## src/pkg/smio_regs.svh

```systemverilog
`ifndef SMIO_REGS_SVH
`define SMIO_REGS_SVH
// ********************************
// Field positions
// ********************************
`define SMIO_QUAD_BIT 1
`define SMIO_SRWD_BIT 7
`define SMIO_RSTEN_BIT 5
// ********************************
// Reset values and widths
// ********************************
`define SMIO_LANES 4
`define SMIO_BITS_RST 4'h0
`define SMIO_OE_N_RST 4'hf
// Idle pin levels: clock low, deselected, lanes 2 and 3 pulled up
`define SMIO_SYNC_RST 6'h1c
`endif
```

## src/pkg/smio_pkg.sv

```systemverilog
`include "smio_regs.svh"
package smio_pkg;
  // Lane width of the current phase
  typedef enum logic [1:0] {
    SMIO_W1 = 2'b00,
    SMIO_W2 = 2'b01,
    SMIO_W4 = 2'b10
  } smio_width_type;

  // Pin triplet of the four lanes
  typedef struct packed {
    logic [3:0] in;
    logic [3:0] out;
    logic [3:0] oeN;
  } smio_pins_type;

  // Mode and configuration bits
  typedef struct packed {
    logic quad;
    logic statusWriteDisable;
    logic resetEnable;
    logic allNibbleMode;
    logic ddr;
  } smio_cfg_type;

  typedef enum logic [1:0] {
    SMIO_IDLE = 2'b00,
    SMIO_IN = 2'b01,
    SMIO_OUT = 2'b10
  } smio_state_type;
endpackage

```

## src/hdl/smio_pin_if.sv

```systemverilog
`include "smio_regs.svh"
module smio_pin_if #(
  parameter int LANES = `SMIO_LANES
) (
  // Clock and reset
  input wire logic clk,
  input wire logic reset,
  // Link pins
  input wire logic sclkPin,
  input wire logic selectNPin,
  input wire logic [3:0] lanePinIn,
  output logic [3:0] lanePinOut,
  output logic [3:0] lanePinOeN,
  // Configuration from command logic
  input smio_pkg::smio_cfg_type cfg,
  input wire logic instrPhase,
  input wire logic outPhase,
  input smio_pkg::smio_width_type width,
  input wire logic regWriteCmd,
  input wire logic busyIn,
  // Received bits
  output logic rxValid,
  output logic [3:0] rxBits,
  input wire logic rxReady,
  // Transmit bits
  input wire logic txValid,
  input wire logic [3:0] txBits,
  output logic txReady,
  // Status
  output logic active,
  output logic standby,
  output logic armed,
  output logic writeProtectN,
  output logic hwResetReq,
  output logic regWriteBlock,
  output logic writeInProgress
);
  import smio_pkg::*;

  if (LANES != 4) begin : gLaneCheck
    $error("smio_pin_if serves four lanes only");
  end

  // ********************************
  // Input synchronisers
  // ********************************
  logic [5:0] syncA_reg, syncA_next, syncB_reg, syncB_next;
  logic sckD_reg, sckD_next, csD_reg, csD_next;
  always_comb begin
    syncA_next = {sclkPin, selectNPin, lanePinIn};
    syncB_next = syncA_reg;
    sckD_next = syncB_reg[5];
    csD_next = syncB_reg[4];
  end
  always_ff @(posedge clk) begin
    if (reset) begin
      // Idle levels, so no false protect or reset right after reset
      syncA_reg <= `SMIO_SYNC_RST;
      syncB_reg <= `SMIO_SYNC_RST;
      sckD_reg <= 1'b0;
      csD_reg <= 1'b1;
    end else begin
      syncA_reg <= syncA_next;
      syncB_reg <= syncB_next;
      sckD_reg <= sckD_next;
      csD_reg <= csD_next;
    end
  end

  logic sck, csN, riseEdge, fallEdge, csFall;
  logic [3:0] lanes;
  assign sck = syncB_reg[5];
  assign csN = syncB_reg[4];
  assign lanes = syncB_reg[3:0];
  assign riseEdge = sck & ~sckD_reg;
  assign fallEdge = ~sck & sckD_reg;
  assign csFall = ~csN & csD_reg;

  // ********************************
  // Selection and power state
  // ********************************
  logic armed_reg, armed_next;
  always_comb begin
    armed_next = armed_reg;
    if (csFall) begin
      armed_next = 1'b1;
    end
  end
  always_ff @(posedge clk) begin
    if (reset) begin
      armed_reg <= 1'b0;
    end else begin
      armed_reg <= armed_next;
    end
  end
  assign armed = armed_reg;
  assign active = ~csN & armed_reg;
  assign standby = csN & ~busyIn;
  assign writeInProgress = busyIn;

  // ********************************
  // Shared pin roles
  // ********************************
  logic wpRole, rstRole;
  assign wpRole = ~cfg.quad & cfg.statusWriteDisable;
  assign writeProtectN = wpRole ? lanes[2] : 1'b1;
  assign regWriteBlock = regWriteCmd & wpRole & ~lanes[2];
  assign rstRole = cfg.resetEnable & (~cfg.quad | csN);
  assign hwResetReq = rstRole & ~lanes[3];

  // ********************************
  // Receive path
  // ********************************
  smio_width_type effW;
  always_comb begin
    if (cfg.allNibbleMode) begin
      effW = SMIO_W4;
    end else if (instrPhase) begin
      effW = SMIO_W1;
    end else begin
      effW = width;
    end
  end

  logic [3:0] rxBits_reg, rxBits_next;
  logic rxValid_reg, rxValid_next;
  logic sampleEdge;
  assign sampleEdge = active & ~outPhase &
                      (riseEdge | (cfg.ddr & ~instrPhase & fallEdge));
  always_comb begin
    rxBits_next = rxBits_reg;
    rxValid_next = rxValid_reg & ~rxReady;
    if (sampleEdge) begin
      rxValid_next = 1'b1;
      case (effW)
        SMIO_W1: rxBits_next = {3'h0, lanes[0]};
        SMIO_W2: rxBits_next = {2'h0, lanes[1:0]};
        SMIO_W4: rxBits_next = cfg.quad | cfg.allNibbleMode ?
                               lanes : {2'h0, lanes[1:0]};
        default: rxBits_next = 4'h0;
      endcase
    end
  end
  always_ff @(posedge clk) begin
    if (reset) begin
      rxBits_reg <= `SMIO_BITS_RST;
      rxValid_reg <= 1'b0;
    end else begin
      rxBits_reg <= rxBits_next;
      rxValid_reg <= rxValid_next;
    end
  end
  assign rxBits = rxBits_reg;
  assign rxValid = rxValid_reg;

  // ********************************
  // Two-entry transmit buffer
  // ********************************
  logic [3:0] buf0_reg, buf0_next, buf1_reg, buf1_next;
  logic [1:0] cnt_reg, cnt_next;
  logic popWord;
  assign txReady = cnt_reg != 2'd2;
  always_comb begin
    buf0_next = buf0_reg;
    buf1_next = buf1_reg;
    cnt_next = cnt_reg;
    if (popWord) begin
      buf0_next = buf1_reg;
      cnt_next = cnt_next - 2'd1;
    end
    if (txValid && txReady) begin
      if (cnt_next == 2'd0) begin
        buf0_next = txBits;
      end else begin
        buf1_next = txBits;
      end
      cnt_next = cnt_next + 2'd1;
    end
  end
  always_ff @(posedge clk) begin
    if (reset) begin
      buf0_reg <= `SMIO_BITS_RST;
      buf1_reg <= `SMIO_BITS_RST;
      cnt_reg <= 2'd0;
    end else begin
      buf0_reg <= buf0_next;
      buf1_reg <= buf1_next;
      cnt_reg <= cnt_next;
    end
  end

  // ********************************
  // Output drive
  // ********************************
  logic [3:0] out_reg, out_next, oeN_reg, oeN_next;
  logic shiftEdge;
  assign shiftEdge = active & outPhase & (fallEdge | (cfg.ddr & riseEdge));
  // Stale data rather than a gap when the buffer runs dry
  assign popWord = shiftEdge & (cnt_reg != 2'd0);
  always_comb begin
    out_next = out_reg;
    oeN_next = oeN_reg;
    if (!active || !outPhase) begin
      oeN_next = `SMIO_OE_N_RST;
    end else if (shiftEdge) begin
      out_next = buf0_reg;
      case (effW)
        SMIO_W1: begin
          out_next = {2'h0, buf0_reg[0], 1'b0};
          oeN_next = 4'hd;
        end
        SMIO_W2: oeN_next = 4'hc;
        SMIO_W4: oeN_next = 4'h0;
        default: oeN_next = `SMIO_OE_N_RST;
      endcase
    end
  end
  always_ff @(posedge clk) begin
    if (reset) begin
      out_reg <= `SMIO_BITS_RST;
      oeN_reg <= `SMIO_OE_N_RST;
    end else begin
      out_reg <= out_next;
      oeN_reg <= oeN_next;
    end
  end
  assign lanePinOut = out_reg;
  assign lanePinOeN = oeN_reg;

  // ********************************
  // Assertions
  // ********************************
  deselect_float_a:
    assert property (@(posedge clk) disable iff (reset)
      csN |=> lanePinOeN == 4'hf)
    else $error("Lanes driven while deselected");
  arm_needed_a:
    assert property (@(posedge clk) disable iff (reset)
      !armed |-> !active)
    else $error("Active before select fall");
  protect_block_a:
    assert property (@(posedge clk) disable iff (reset)
      (regWriteCmd && !cfg.quad && cfg.statusWriteDisable && !lanes[2])
      |-> regWriteBlock)
    else $error("Protected write not blocked");
  reset_role_a:
    assert property (@(posedge clk) disable iff (reset)
      hwResetReq |-> cfg.resetEnable && (!cfg.quad || csN))
    else $error("Reset seen in wrong role");
  reset_off_a:
    assert property (@(posedge clk) disable iff (reset)
      !cfg.resetEnable |-> !hwResetReq)
    else $error("Reset with feature off");
  sample_rise_a:
    assert property (@(posedge clk) disable iff (reset)
      (active && !outPhase && !cfg.ddr && riseEdge) |=> rxValid)
    else $error("Rising edge not sampled");
  single_out_a:
    assert property (@(posedge clk) disable iff (reset)
      (shiftEdge && effW == SMIO_W1 && !csN && outPhase)
      |=> lanePinOeN == 4'hd)
    else $error("Single output not on lane one");
  no_input_drive_a:
    assert property (@(posedge clk) disable iff (reset)
      !outPhase |=> lanePinOeN == 4'hf)
    else $error("Lane driven outside output phase");
  standby_a:
    assert property (@(posedge clk) disable iff (reset)
      busyIn |-> !standby && writeInProgress)
    else $error("Standby while busy");
endmodule

```

## config.mk

```make
export PLATFORM = sky130hd
export DESIGN_NAME = smio_pin_if
export DESIGN_NICKNAME = d
export VERILOG_FILES = /design/src/pkg/smio_pkg.sv /design/src/hdl/smio_pin_if.sv
export VERILOG_INCLUDE_DIRS = /design/src /design/src/pkg
export SDC_FILE = /design/constraint.sdc
export NUM_CORES = 1
export LEC_CHECK = 0
export BUFFER_PORTS_ARGS = -buffer_cell sky130_fd_sc_hd__buf_2
export CAP_MARGIN = 20
export CORE_MARGIN = 5
export CORE_UTILIZATION = 40
export CTS_BUF_LIST = sky130_fd_sc_hd__clkbuf_8
export DETAILED_ROUTE_END_ITERATION = 12
export GPL_ROUTABILITY_DRIVEN = 0
export SYNTH_ARGS = -nofsm -noshare
export SYNTH_HDL_FRONTEND = slang
export SYNTH_SLANG_ARGS = --single-unit
```

## constraint.sdc

```tcl
create_clock -name clk -period 2.9 [get_ports clk]
set_input_delay 0.58 -clock clk [delete_from_list [all_inputs] [get_ports clk]]
set_output_delay 0.58 -clock clk [all_outputs]
set_load 0.02 [all_outputs]
```

==> results.sh <==
export IMPL_outcome="completed"
export IMPL_pwr_share_seq=0.479
export IMPL_ctsResizeCount=0
export IMPL_finalNonFillerCells=264
export IMPL_p_sw_w=0.000270
export IMPL_p_comb_frac=0.117
export IMPL_wire_per_inst_um=12.8
export IMPL_dp_cells=256
export IMPL_drt_initial_drc_count=36
export IMPL_hold_viol=0
export IMPL_slew_violations=0
export IMPL_portBuffers=45
export IMPL_track_usage=0.133
export IMPL_ys_ff_latch=37
export IMPL_clkLatencyLatePin_ns=0.29
export IMPL_die_area_mm2=0.00534
export IMPL_worstHoldPathType="flip-flop to flip-flop"
export IMPL_postSynthAreaPerCell_um2=9.58
export IMPL_synth_nets=198
export IMPL_fin_tns_setup_ns=0
export IMPL_diodes=0
export IMPL_holdBufCountCts=0
export IMPL_hold_slack_ns=0.411
export IMPL_p_clk_frac=0.404
export IMPL_clock_sinks=37
export IMPL_drc=0
export IMPL_cp_max_fo=8
export IMPL_grt_max_degree=36
export IMPL_drt_pass1_iterations=4
export IMPL_path_cells="nand3b_1 > a211oi_4 > mux2_2 > ha_1 > nand2_1 > nor2_1 > a211oi_1"
export IMPL_syn_cell_area_mm2=0.00159
export IMPL_placed_cell_area_mm2=0.00186
export IMPL_vias_per_cell=4.80
export IMPL_start_util=0.406
export IMPL_cts_buffers=5
export IMPL_row_count=23
export IMPL_synthTopCellsByArea="dfxtp_1 47%, ha_1 5.5%, mux2i_1 4.4%"
export IMPL_routed_wl_mm=3.37
export IMPL_layout_drive_gt1_share=0.318
export IMPL_yosysSeqAreaShare=0.466
export IMPL_synth_top_cell_area_share=0.466
export IMPL_overflow=0
export IMPL_synthCells=166
export IMPL_timing_final_crit_share=0.715
export IMPL_worstMarginPinSlew_ns=0.598
export IMPL_antenna_found_initial=0
export IMPL_ys_types=32
export IMPL_worst_path_largest_cell_delay_ns=0.37
export IMPL_cts_buffer_depth=2
export IMPL_die_x_um=73.1
export IMPL_timing_max_cap_violations=0
export IMPL_required_ns=3.10
export IMPL_antenna_left=0
export IMPL_layout_common_cells="45 x buf_2, 37 x dfxtp_1, 17 x nor2_1"
export IMPL_setup_viol=0
export IMPL_htreeDepth=2
export IMPL_synthToLayoutAreaGrowth_pct=24.2
export IMPL_critPathKind="flip-flop to flip-flop"
export IMPL_max_vdd_ir_drop_mv=0.349
export IMPL_startpoint_type="flip-flop"
export IMPL_finalNetCount=245
export IMPL_end_kind="flip-flop"
export IMPL_grt_pass1_vias=1211
export IMPL_synth_warnings=0
export IMPL_dpl_hpwl_mm=2.63
export IMPL_path_clk_slew_ns=0.07
export IMPL_crit_arrival_ns=2.28
export IMPL_swShare=0.236
export IMPL_critPathSlowestCell="mux2_2"
export IMPL_yosys_area_top_type="dfxtp_1"
export IMPL_leakage_nw=0.892
export IMPL_design_area_mm2=0.00198
export IMPL_io_pins=46
export IMPL_grt_first_pass_wirelength_mm=5.40
export IMPL_slew_limit_headroom=0.601
export IMPL_powerDensity_mw_per_mm2=580
export IMPL_cts_root_buffer="clkbuf_8"
export IMPL_fmax_mhz=482
export IMPL_period_minus_slack_ns=2.07
export IMPL_rsz0062_at_grt="no"
export IMPL_dr_total_vias=1266
export IMPL_fp_coreArea_mm2=0.00391
export IMPL_tritoncts="yes"
export IMPL_p_int_w=0.000875
export IMPL_cts_setup_buffers=0
export IMPL_mostFrequentLayoutCell="buf_2"
export IMPL_fin_skew_ns=0.00465
export IMPL_die_height_um=73.1
==> power by group through the flow <==
stage	clock, W	sequential, W	combinational [W]
finish	0.000463	0.000548	0.000134
global route	0.000498	0.000552	0.000151
CTS	0.000478	0.000548	0.000136
detailed placement	0	0.000560	0.000135
global placement	0	0.000559	0.000128
floorplan	0	0.000556	0.0000958
==> cell families (layout without fill, tap and decap cells) <==
| kind of cell | count (synthesis) | in the layout | share of synthesized area |
|---|---|---|---|
| adder cells (fa/ha/maj) | 7 | 7 | 0.0551 |
| XOR/XNOR | 2 | 2 | 0.0197 |
| AND/OR/NAND/NOR | 70 | 70 | 0.256 |
| AO/OA/AOI/OAI | 27 | 27 | 0.112 |
| flip-flops | 37 | 37 | 0.466 |
| multiplexers | 8 | 8 | 0.0511 |
| buffers and inverters | 15 | 63 | 0.0401 |
==> routing by layer <==
layer | part of all wire | global-route usage | vias to the layer above
met1 | 0.42 | 0.152 | 575
met4 | 0.021 | 0.0615 | 0
met5 | 0 | 0 | -
met3 | 0.065 | 0.0468 | 8
met2 | 0.49 | 0.222 | 33
li1 | - | - | 650
==> through the flow <==
step	total power [W]	util	setup WS [ns]
2_1_floorplan	0.000652	-	0.641
3_3_place_gp	0.000687	0.474	0.668
3_5_place_dp	0.000695	0.474	0.566
4_1_cts	0.00116	0.505	0.828
5_1_grt	0.00120	0.505	0.687
6_report	0.00115	0.505	0.826
==> worst max-delay path: cells and delay by family, from the launching register on <==
kind | cells | cell delay, ns
flops | 1 | 0.33
compound gates | 2 | 0.50
simple gates | 3 | 0.55
mux | 1 | 0.37
fa+ha+maj | 1 | 0.24
==> synthesized netlist by cell type, drive strengths merged <==
master   n
nor4bb   2
nor2    18
or4b     2
inv      9
nand2b   6
clkbuf   4
and2     1
buf      2
a211oi   8
mux2i    7
nand3b   5
or2      7
nor3     1
xnor3    1
xnor2    1
and4bb   1
nand3    4
dfxtp   37
a21oi   12
and3     1
and2b    1
nor2b    9
ha       7
nand2   12
o211ai   1
o21ai    5
mux2     1
a21o     1
==> final cells by class <==
| class | instances | area [µm²] |
|---|---|---|
| multi-input combinational | 114 | 786 |
| timing repair buffer | 46 | 233 |
| sequential | 37 | 741 |
| clock buffer | 6 | 82.6 |
| tap | 50 | 62.6 |
| inverter | 9 | 33.8 |
| fill | 379 | 1940 |
| clock inverter | 2 | 37.5 |
==> path summary, 6_finish.rpt <==
| kind | from | to | slack [ns] | cells past startpoint |
|---|---|---|---|---|
| worst min-delay path | syncA_reg[3]$_SDFF_PP1_ | syncB_reg[3]$_SDFF_PP1_ | 0.41 | 1 |
| worst min register to register | syncA_reg[3]$_SDFF_PP1_ | syncB_reg[3]$_SDFF_PP1_ | 0.41 | 1 |
| worst max-delay path | syncB_reg[4]$_SDFF_PP1_ | buf0_reg[0]$_SDFF_PP0_ | 0.83 | 7 |
| worst max register to register | syncB_reg[4]$_SDFF_PP1_ | buf0_reg[0]$_SDFF_PP0_ | 0.83 | 7 |
Power figures use the tool's default switching activity.
